## config.mk

```make
export PLATFORM = sky130hd
export DESIGN_NAME = ebm_top
export DESIGN_NICKNAME = d
export VERILOG_FILES = /design/src/hdl/ebm_pkg.sv /design/src/hdl/ebm_clkdiv.sv /design/src/hdl/ebm_top.sv
export SDC_FILE = /design/constraint.sdc
export NUM_CORES = 1
export LEC_CHECK = 0
export ABC_AREA = 1
export BUFFER_PORTS_ARGS = -buffer_cell sky130_fd_sc_hd__buf_2
export CAP_MARGIN = 20
export CORE_ASPECT_RATIO = 1.2
export CORE_MARGIN = 4
export CORE_UTILIZATION = 50
export DETAILED_ROUTE_END_ITERATION = 8
export PLACE_DENSITY = 0.86
export SLEW_MARGIN = 10
export SYNTH_ARGS = -nofsm -noshare
export SYNTH_HDL_FRONTEND = slang
export SYNTH_SLANG_ARGS = --single-unit
```

## constraint.sdc

```tcl
create_clock -name CLK_SYS_I -period 4.15 [get_ports CLK_SYS_I]
set_input_delay 0.6225 -clock CLK_SYS_I [delete_from_list [all_inputs] [get_ports CLK_SYS_I]]
set_output_delay 0.6225 -clock CLK_SYS_I [all_outputs]
set_load 0.005 [all_outputs]
```

## src/hdl/ebm_pkg.sv

```systemverilog
// Package with the constants of the external bus pin mapper
package ebm_pkg;
    // Bus configurations
    typedef enum logic [1:0] {
        EBM_MODE_N16 = 2'b00,   // 16-bit, separate address and data
        EBM_MODE_M16 = 2'b01,   // 16-bit, address and data share pins
        EBM_MODE_M32 = 2'b10    // 32-bit, address and data share pins
    } ebm_mode_t;

    // Access phases
    typedef enum logic [1:0] {
        EBM_ST_IDLE = 2'b00,
        EBM_ST_ADDR = 2'b01,
        EBM_ST_DATA = 2'b10
    } ebm_state_t;

    // Pad function codes
    localparam logic [1:0] PAD_PRIMARY = 2'h0;
    localparam logic [1:0] PAD_ALT1    = 2'h1;
    localparam logic [1:0] PAD_ALT2    = 2'h2;

    // Bus clock ratios against the system clock
    localparam int RATIO_N16 = 4;
    localparam int RATIO_M16 = 2;
    localparam int RATIO_M32 = 4;

    // Reset values
    localparam logic [15:0] DATA_RST = 16'h0000;
    localparam logic [1:0]  DIV_RST  = 2'h0;
endpackage

```

## src/hdl/ebm_clkdiv.sv

```systemverilog
// Bus clock divider with a mode-dependent ratio
`timescale 1ns/100ps
module ebm_clkdiv #(
    parameter int DIV_W = 2
) (
    // Clock and reset
    input  wire logic             clk_i,
    input  wire logic             reset_n_i,
    // Control
    input  wire logic             half_i,
    // Bus clock
    output logic                  bclk_o,
    output logic                  rise_o
);
    logic [DIV_W-1:0] cnt_r;
    logic [DIV_W-1:0] cnt_nxt;
    logic             bclk_r;
    logic             bclk_nxt;

    // Divide by two or by four
    always_comb begin
        cnt_nxt  = cnt_r + 1'b1;
        if (half_i) begin
            bclk_nxt = ~bclk_r;
        end else begin
            bclk_nxt = cnt_nxt[1];
        end
    end

    always_ff @(posedge clk_i or negedge reset_n_i) begin
        if (!reset_n_i) begin
            cnt_r  <= '0;
            bclk_r <= 1'b0;
        end else begin
            cnt_r  <= cnt_nxt;
            bclk_r <= bclk_nxt;
        end
    end

    assign bclk_o = bclk_r;
    assign rise_o = bclk_nxt & ~bclk_r;
endmodule

```

## src/hdl/ebm_top.sv

```systemverilog
// External bus pin mapper: mode select, pin sharing and bus clock
// Notes on behaviour
// - Three configurations: N16, shared M16, shared M32
// - Bus clock quarter, or half in M16
// - N16 keeps legacy pins, no latch strobe
// - Chip select, OE, direction never move
// - Shared mode: low address on data lane
// - M32: upper data on low address pins
// - Shared modes: latch strobe on start pin
// - Shared modes: start moves to acknowledge pin
`timescale 1ns/100ps
module ebm_top (
    // Clock and reset
    input  wire logic        CLK_SYS_I,
    input  wire logic        RESET_N_I,
    // Configuration
    input  wire logic        ADDR_DATA_SHARE_ENABLE_I,
    input  wire logic        PORT_SIZE_SELECT_I,
    input  wire logic [1:0]  PAD_FUNCTION_SELECT_I,
    // Internal master request
    input  wire logic        REQ_I,
    input  wire logic        WRITE_I,
    input  wire logic [31:0] ADDR_I,
    input  wire logic [31:0] WDATA_I,
    input  wire logic [3:0]  BYTE_EN_I,
    input  wire logic        DONE_I,
    // Status
    output logic [1:0]       MODE_O,
    output logic             BUS_CLK_O,
    output logic             BUSY_O,
    // Fixed pins
    output logic             CS_N_O,
    output logic             OE_N_O,
    output logic             RD_WR_O,
    // Low address pins, shared with upper data in M32
    output logic [15:0]      ADDR_LO_O,
    output logic             ADDR_LO_OE_O,
    // Data lane, shared with low address in shared modes
    output logic [15:0]      DATA_O,
    output logic             DATA_OE_O,
    // Byte write strobes
    output logic [1:0]       WE_LO_N_O,
    output logic [1:0]       WE_HI_N_O,
    // Start pin and acknowledge pin
    output logic             START_PIN_O,
    output logic             START_PIN_OE_O,
    output logic             ACK_PIN_O,
    output logic             ACK_PIN_OE_O
);
    ebm_pkg::ebm_mode_t  mode;
    ebm_pkg::ebm_state_t st_r;
    ebm_pkg::ebm_state_t st_nxt;
    logic [15:0] alo_r;
    logic [15:0] alo_nxt;
    logic [15:0] dat_r;
    logic [15:0] dat_nxt;
    logic        doe_r;
    logic        doe_nxt;
    logic        aoe_r;
    logic        aoe_nxt;
    logic        ts_r;
    logic        ts_nxt;
    logic        ale_r;
    logic        ale_nxt;
    logic        act_r;
    logic        act_nxt;
    logic        bclk;
    logic        brise;
    logic        shared;

    // Mode decode from share enable, port size and pad function
    function automatic ebm_pkg::ebm_mode_t decode_mode(input logic sh, input logic ps,
                                                       input logic [1:0] pa);
        if (!sh) begin
            return ebm_pkg::EBM_MODE_N16;
        end else if (!ps && pa == ebm_pkg::PAD_ALT2) begin
            return ebm_pkg::EBM_MODE_M32;
        end else begin
            return ebm_pkg::EBM_MODE_M16;
        end
    endfunction

    assign mode   = decode_mode(ADDR_DATA_SHARE_ENABLE_I, PORT_SIZE_SELECT_I,
                                PAD_FUNCTION_SELECT_I);
    assign shared = (mode != ebm_pkg::EBM_MODE_N16);

    // Bus clock, half rate only in M16
    ebm_clkdiv #(
        .DIV_W (2)
    ) u_div (
        .clk_i     (CLK_SYS_I),
        .reset_n_i (RESET_N_I),
        .half_i    (mode == ebm_pkg::EBM_MODE_M16),
        .bclk_o    (bclk),
        .rise_o    (brise)
    );

    // Access sequencing and pin values
    always_comb begin
        st_nxt  = st_r;
        alo_nxt = alo_r;
        dat_nxt = dat_r;
        doe_nxt = doe_r;
        aoe_nxt = aoe_r;
        ts_nxt  = 1'b0;
        ale_nxt = ale_r;
        act_nxt = act_r;
        unique case (st_r)
            ebm_pkg::EBM_ST_IDLE: begin
                doe_nxt = 1'b0;
                aoe_nxt = 1'b0;
                act_nxt = 1'b0;
                if (REQ_I && brise) begin
                    st_nxt  = shared ? ebm_pkg::EBM_ST_ADDR : ebm_pkg::EBM_ST_DATA;
                    act_nxt = 1'b1;
                    ts_nxt  = 1'b1;
                    aoe_nxt = 1'b1;
                    alo_nxt = ADDR_I[15:0];
                    if (shared) begin
                        dat_nxt = ADDR_I[15:0];
                        doe_nxt = 1'b1;
                        ale_nxt = 1'b1;
                    end else begin
                        dat_nxt = WDATA_I[15:0];
                        doe_nxt = WRITE_I;
                    end
                end
            end
            ebm_pkg::EBM_ST_ADDR: begin
                if (brise) begin
                    st_nxt  = ebm_pkg::EBM_ST_DATA;
                    ale_nxt = 1'b0;
                    dat_nxt = WDATA_I[15:0];
                    doe_nxt = WRITE_I;
                    if (mode == ebm_pkg::EBM_MODE_M32) begin
                        alo_nxt = WDATA_I[31:16];
                        aoe_nxt = WRITE_I;
                    end
                end
            end
            ebm_pkg::EBM_ST_DATA: begin
                if (DONE_I) begin
                    st_nxt  = ebm_pkg::EBM_ST_IDLE;
                    act_nxt = 1'b0;
                    doe_nxt = 1'b0;
                    aoe_nxt = 1'b0;
                end
            end
            default: st_nxt = ebm_pkg::EBM_ST_IDLE;
        endcase
    end

    always_ff @(posedge CLK_SYS_I or negedge RESET_N_I) begin
        if (!RESET_N_I) begin
            st_r  <= ebm_pkg::EBM_ST_IDLE;
            alo_r <= ebm_pkg::DATA_RST;
            dat_r <= ebm_pkg::DATA_RST;
            doe_r <= 1'b0;
            aoe_r <= 1'b0;
            ts_r  <= 1'b0;
            ale_r <= 1'b0;
            act_r <= 1'b0;
        end else begin
            st_r  <= st_nxt;
            alo_r <= alo_nxt;
            dat_r <= dat_nxt;
            doe_r <= doe_nxt;
            aoe_r <= aoe_nxt;
            ts_r  <= ts_nxt;
            ale_r <= ale_nxt;
            act_r <= act_nxt;
        end
    end

    // Fixed pins stay put in every mode
    assign CS_N_O  = ~act_r;
    assign OE_N_O  = ~(act_r & ~WRITE_I & (st_r == ebm_pkg::EBM_ST_DATA));
    assign RD_WR_O = ~(act_r & WRITE_I);

    // Moving pins
    assign ADDR_LO_O    = alo_r;
    assign ADDR_LO_OE_O = aoe_r;
    assign DATA_O       = dat_r;
    assign DATA_OE_O    = doe_r;
    assign WE_LO_N_O    = ~({2{act_r & WRITE_I & (st_r == ebm_pkg::EBM_ST_DATA)}}
                            & BYTE_EN_I[1:0]);
    assign WE_HI_N_O    = ~({2{act_r & WRITE_I & (st_r == ebm_pkg::EBM_ST_DATA)
                               & (mode == ebm_pkg::EBM_MODE_M32)}} & BYTE_EN_I[3:2]);
    // Start pin carries latch strobe in shared modes, start otherwise
    assign START_PIN_O    = shared ? ale_r : ts_r;
    assign START_PIN_OE_O = 1'b1;
    // Acknowledge pin carries start in shared modes, input otherwise
    assign ACK_PIN_O      = shared ? ts_r : 1'b0;
    assign ACK_PIN_OE_O   = shared;

    assign MODE_O    = mode;
    assign BUS_CLK_O = bclk;
    assign BUSY_O    = act_r;

    // Checks: the start pin pulses only as an access opens in N16
    a_n16_no_latch: assert property (@(posedge CLK_SYS_I) disable iff (!RESET_N_I)
        (mode == ebm_pkg::EBM_MODE_N16) && START_PIN_O |-> $rose(BUSY_O))
        else $error("start pin high outside access start in N16");
    a_addr_on_lane: assert property (@(posedge CLK_SYS_I) disable iff (!RESET_N_I)
        (st_r == ebm_pkg::EBM_ST_ADDR) |-> DATA_OE_O && START_PIN_O)
        else $error("address phase without address on lane");
    a_ack_pin_start: assert property (@(posedge CLK_SYS_I) disable iff (!RESET_N_I)
        $rose(BUSY_O) |-> ACK_PIN_OE_O == shared && ACK_PIN_O == shared)
        else $error("start not on acknowledge pin");
    a_cs_follows: assert property (@(posedge CLK_SYS_I) disable iff (!RESET_N_I)
        $rose(BUSY_O) |-> !CS_N_O ##0 $past(REQ_I))
        else $error("chip select without request");
    // A stable M16 mode over the last cycle means the bus clock toggled at it
    a_m16_half: assert property (@(posedge CLK_SYS_I) disable iff (!RESET_N_I)
        (mode == ebm_pkg::EBM_MODE_M16) && $stable(mode)
        |-> BUS_CLK_O != $past(BUS_CLK_O))
        else $error("bus clock not half rate");
    // Upper write data lands on the low address pins as the data phase opens
    a_m32_upper_lane: assert property (@(posedge CLK_SYS_I) disable iff (!RESET_N_I)
        (mode == ebm_pkg::EBM_MODE_M32) && (st_r == ebm_pkg::EBM_ST_DATA)
        && ($past(st_r) == ebm_pkg::EBM_ST_ADDR) && $past(WRITE_I)
        |-> ADDR_LO_O == $past(WDATA_I[31:16]) && ADDR_LO_OE_O)
        else $error("upper data missing on low address pins");
    c_n16: cover property (@(posedge CLK_SYS_I) mode == ebm_pkg::EBM_MODE_N16 && $rose(BUSY_O));
    c_m16: cover property (@(posedge CLK_SYS_I) mode == ebm_pkg::EBM_MODE_M16 && $rose(BUSY_O));
    c_m32: cover property (@(posedge CLK_SYS_I) mode == ebm_pkg::EBM_MODE_M32 && $rose(BUSY_O));
endmodule

```

Yosys cells after proc, flatten, opt, wreduce, memory -nomap -nowiden
Index checks and enable logic that the tools add are counted.
{"block": "op_classes", "order_cmp": 0, "reduce_logical": 15, "n_mul": 0, "n_bitwise": 15, "muxes": 33, "n_eq_ne": 10, "shift": 0, "add_sub_neg": 1, "div_mod_pow": 0}
{"cell": "two-way mux 16 bit", "n": 6}
{"cell": "one-hot mux 16 bit (2 select lines)", "n": 2}
{"cell": "two-way mux 1 bit", "n": 14}
{"cell": "two-way mux 2 bit", "n": 6}
{"cell": "AND reduction 4 bit", "n": 3}
{"cell": "!= test 2 bit, second input constant", "n": 5}
{"cell": "AND reduction 3 bit", "n": 3}
{"cell": "AND 1 bit", "n": 6}
{"cell": "== test 2 bit, second input constant", "n": 3}
{"cell": "one-hot mux 1 bit (3 select lines)", "n": 2}
{"cell": "one-hot mux 2 bit (3 select lines)", "n": 1}
{"cell": "nonzero test 2 bit", "n": 3}
{"cell": "inverter 1 bit", "n": 5}
{"cell": "AND 2 bit", "n": 2}
{"cell": "== test 2 x 1 -> 1 bit, second input constant", "n": 2}
{"cell": "inverter 2 bit", "n": 2}
{"cell": "one-hot mux 1 bit (2 select lines)", "n": 2}
{"cell": "nonzero test 3 bit", "n": 1}
{"cell": "adder 2 x 1 -> 2 bit, second input constant", "n": 1}
{"cell": "logical AND 1 bit", "n": 2}
{"cell": "logical NOT 2 bit", "n": 1}
{"cell": "AND reduction 2 bit", "n": 1}
{"cell": "logical NOT 1 bit", "n": 1}
{"block": "totals", "out_inout_bits": 49, "ramBits": 0, "register_bits": 42, "n_memories": 0, "romBits": 0, "latch_bits": 0, "elab_cells": 84, "in_bits": 77}

Longest topological paths before layout
{"block": "depth", "word_depth": 10, "depth_mapped": 11, "depth_no_buf": 10}

By module
Synthesis repeated with hierarchy kept, for this count alone.
{"block": "unflattened", "cells_unflattened": 321, "area_unflattened_um2": 2303.5}
{"mod": "ebm_top", "cells_per_inst": 304, "area_per_inst_um2": 2169.6, "instances": 1}
{"mod": "ebm_clkdiv", "cells_per_inst": 17, "area_per_inst_um2": 133.9, "instances": 1}

Least setup slack after synthesis
Ideal clock, no wire load.
{"block": "synth_timing", "path_type": "input-to-output", "start": "input port PAD_FUNCTION_SELECT_I[0]", "end": "output port WE_HI_N_O[0]", "slack_ns": 2.399, "arrival_time_ns": 1.129, "stages": 4, "required_ns": 3.527, "path_cell_list": "inv_2 > nand3_2 > nor4_1 > nand2_1"}
{"block": "synth_between", "elab_chain_cells": 8}
{"element": "start, declared", "line_no": "ebm_top.sv:19", "source": "input wire logic [1:0] PAD_FUNCTION_SELECT_I,"}
{"element": "== test 2 bit", "line_no": "ebm_top.sv:76", "source": "end else if (!ps && pa == ebm_pkg::PAD_ALT2) begin"}
{"element": "logical AND 1 bit", "line_no": "ebm_top.sv:76"}
{"element": "two-way mux 2 bit", "line_no": "ebm_top.sv:76"}
{"element": "two-way mux 2 bit", "line_no": "ebm_top.sv:74", "source": "if (!sh) begin"}
{"element": "== test 2 bit", "line_no": "ebm_top.sv:188", "source": "& (mode == ebm_pkg::EBM_MODE_M32)}} & BYTE_EN_I[3:2]);"}
{"element": "AND 1 bit", "line_no": "ebm_top.sv:188"}
{"element": "AND 2 bit", "line_no": "ebm_top.sv:188"}
{"element": "inverter 2 bit", "line_no": "ebm_top.sv:187", "source": "assign WE_HI_N_O = ~({2{act_r & WRITE_I & (st_r == ebm_pkg::EBM_ST_DATA)"}
{"element": "end, declared", "line_no": "ebm_top.sv:43", "source": "output logic [1:0] WE_HI_N_O,"}
Every way passes these cells.

Worst setup path in the final report
{"block": "layout_timing", "start": "register st_r[0]", "end": "output port WE_HI_N_O[1]"}
{"block": "layout_between", "elab_chain_cells": 5}
{"element": "start, declared", "line_no": "ebm_top.sv:51", "source": "ebm_pkg::ebm_state_t st_r;"}
{"element": "start signal, assigned", "line_no": "ebm_top.sv:155", "source": "st_r <= ebm_pkg::EBM_ST_IDLE;"}
{"element": "start signal, assigned", "line_no": "ebm_top.sv:164", "source": "st_r <= st_nxt;"}
{"element": "== test 2 bit", "line_no": "ebm_top.sv:187"}
{"element": "AND 1 bit", "line_no": "ebm_top.sv:187"}
{"element": "AND 1 bit", "line_no": "ebm_top.sv:188"}
{"element": "AND 2 bit", "line_no": "ebm_top.sv:188"}
{"element": "inverter 2 bit", "line_no": "ebm_top.sv:187"}
Every way passes these cells.

==> run summary <==
critical path class: reg2out
Critical Path AT: 1.63 ns
post_cts resized: 0
overall die area: 6261 um2
Area Overhead vs Synth: 22.92%
TritonCTS clock tree: yes
placed insts: 482
Slew headroom: 0.3795
Core Box Area: 4905 um2
Root Buffer Master: clkbuf_8
Peak VDD IR: 0.0003571 V
post-DP HPWL: 4732 um
Max Cap Violations: 0
CP Max Fanout: 5
HP Start: u_div.cnt_r[0]
clock transition at the registers of the reported paths: 0.08 ns
critical path's slowest cell: dfrtp_1
vias in the first global route: 2300
startpoint types: register
GR Util met1: 0.2678
syn_area_per_cell: 7.636 um2
CTS sink count: 42
FF-to-FF Start: st_r[1]
Clock Latency Late Sink: 0.29 ns
initial antenna violation count: 0
power per cell area: 618.9 nW/um2
Final Hold Viols: 0
Initial DRC Count: 121
Req. time, crit path: 3.53 ns
most frequent CP cell: inv_1
IO Pins: 126
Post-CTS Setup Inserts: 0
FMAX: 0.4442 GHz
via count: 2424
worst hold slack: 0.4448 ns
post-layout net count: 509
final WL: 6464 um
critical path endpoint category: output port
min Tclk post-route: 2.251 ns
Final Util: 0.6334
Chip Height: 85.88 um
Hold Crit Endpoint: u_div.cnt_r[0]
syn nets: 411
Vias/cell: 4.957
worst-case reg-to-reg path depth: 9
Crit path largest cell delay: 0.41 ns
CTS HTree Levels: 2
Top Usage Layer GRT: met2
outcome: completed
Final Max Slew Viols: 0
worst r2r dst: ADDR_LO_O[7]
DR pass1 iterations: 4
Setup WS pre-CTS: 1.932 ns
worst min path class: reg2reg
hold depth: 1
cts hold-fix bufs: 0
Inserted Diodes: 0
CTS max path bufs: 2
Avg WL per Cell: 13.22 um
Initial Util: 0.5153
first-pass GRT wire length: 10630 um
Synth top area share: 0.4158
Worst Clk Skew: 0.007194 ns
synth unique cells: 31
flip-flop and latch count after synthesis: 42
Synth Warn #: 0
Cell Area, Synth: 2527 um2
CTS buffer count: 5
Die Width: 72.90 um
CP cell instances: inv_1, ha_1, inv_1, nor4_1, nand2_1, buf_2
largest net degree at the start of global routing: 43
most area-hungry cell type in the Yosys netlist: dfrtp_1
final setup vio count: 0
RSZ-0062 raised after global routing: false
GRT met3 Usage: 0.03751
proportion of layout cells with a drive suffix above 1: 0.3566
dominant cells by area after synthesis: dfrtp_1 (42%), nand2_1 (17%), nand4_1 (4.5%), nand3_1 (4.0%), inv_1 (3.7%)
final std cells w/o fill: 489
R2R Setup Slk: 1.94 ns
part of the cycle the worst path needs: 0.5425
drt drc: 0
Slew @ Worst Pin: 0.9308 ns
Fin Setup TNS: 0 ns
final worst setup slack: 1.899 ns
cells after synthesis: 331
met2 Use GR: 0.3785
Port-buffer cells: 108
gr ovfl total: 0
sequential area share after synthesis: 0.4158
leak pwr: 1.835 nW
post-route ant nets: 0
gpl congestion: 0.8455
all-layer global routing usage: 0.2123
# rows: 28
-- logic make-up (layout without fill, tap and decap cells) --
family | count (synthesis) | count (layout) | synth area share
AO/OA/AOI/OAI | 26 | 26 | 0.05198
XOR/XNOR | 1 | 1 | 0.003466
adder cells (fa/ha/maj) | 3 | 3 | 0.01485
buffers and inverters | 62 | 160 | 0.1139
flip-flops | 42 | 42 | 0.4158
multiplexers | 6 | 6 | 0.02376
other | 1 | 1 | 0.001484
AND/OR/NAND/NOR | 190 | 190 | 0.3748
-- area by class of cell --
cell class | count | area (um2)
flip-flops and latches | 42 | 1051
well taps | 60 | 75.07
inverters | 44 | 167.7
repair buffers | 109 | 548.0
multi-input cells | 227 | 1189
fillers | 455 | 1798
clock buffers | 7 | 76.32
-- critical path, delay by kind of cell (launching register included) --
kind                       cells  cell delay [ns]
adders and majority gates      1             0.19
buffers and inverters          3             0.32
and+or+nand+nor                2             0.42
DFF                            1             0.41
-- registers in the layout, indices dropped and copies added, names as in the netlist --
| signal | cells |
|---|---|
| st_r | 2 |
| ADDR_LO_O | 16 |
| DATA_OE_O | 1 |
| DATA_O | 16 |
| ale_r | 1 |
| BUSY_O | 1 |
| ADDR_LO_OE_O | 1 |
| u_div.cnt_r | 2 |
| u_div.bclk_o | 1 |
| ts_r | 1 |
-- per-stage QoR --
step / power (W) / instance area [um2]
finish: 0.001923 / 3107
global route: 0.002096 / 3107
CTS: 0.001943 / 3107
detailed placement: 0.001688 / 3030
global placement: 0.001652 / 3030
floorplan: 0.001398 / 2527
-- cells in the final DEF, fill, tap and decap left out, drive strengths merged, types with 3 or more instances in the layout --
cell type	Yosys	routed
buf	17	109
a21oi	3	3
nand3	24	24
nor2	12	12
clkbuf	1	7
mux2i	6	6
clkinv	6	6
inv	38	38
dfrtp	42	42
ha	3	3
nand4	19	19
o21ai	22	22
nand2	133	133
-- where the power goes --
part | leakage [nW] | total, W | switching, W | internal [W]
clock network | 0.0383 | 0.000252 | 0.000136 | 0.000116
logic | 1.26 | 0.00101 | 0.000637 | 0.000377
registers | 0.538 | 0.000657 | 0.0000888 | 0.000568
-- metal layers --
metal	wire, um	up-vias
met2	3371	77
li1	-	1233
met4	46	0
met1	2622	1110
met3	422	4
met5	0	-
-- how the worst max path moves through the flow --
| stage | cells past startpoint | endpoint | startpoint | slack [ns] |
|---|---|---|---|---|
| floorplan | 4 | WE_HI_N_O[0] | PAD_FUNCTION_SELECT_I[0] | 2.40 |
| global placement | 10 | ADDR_LO_O[5] | PAD_FUNCTION_SELECT_I[0] | 2.00 |
| detailed placement | 10 | ADDR_LO_O[7] | PAD_FUNCTION_SELECT_I[0] | 1.93 |
| CTS | 6 | WE_HI_N_O[1] | st_r[0] | 1.89 |
| global route | 6 | WE_HI_N_O[1] | st_r[0] | 1.75 |
| finish | 6 | WE_HI_N_O[1] | st_r[0] | 1.90 |
-- cell usage after synthesis --
master    instances
a21oi_1           3
buf_2             9
buf_4             5
buf_6             3
clkbuf_1          1
clkinv_1          6
conb_1            1
dfrtp_1          42
ha_1              3
inv_1            25
inv_2            12
inv_4             1
mux2i_1           6
nand2_1         117
nand2_2          14
nand2_4           2
nand3_1          20
nand3_2           2
nand3_4           2
nand3b_1          1
nand4_1          18
nand4_2           1
nor2_1            7
nor2_2            1
nor2_4            1
nor2_8            3
nor4_1            1
o21ai_0          14
o21ai_1           8
o22ai_1           1
xnor2_1           1
(Power assumes the default switching activity.)
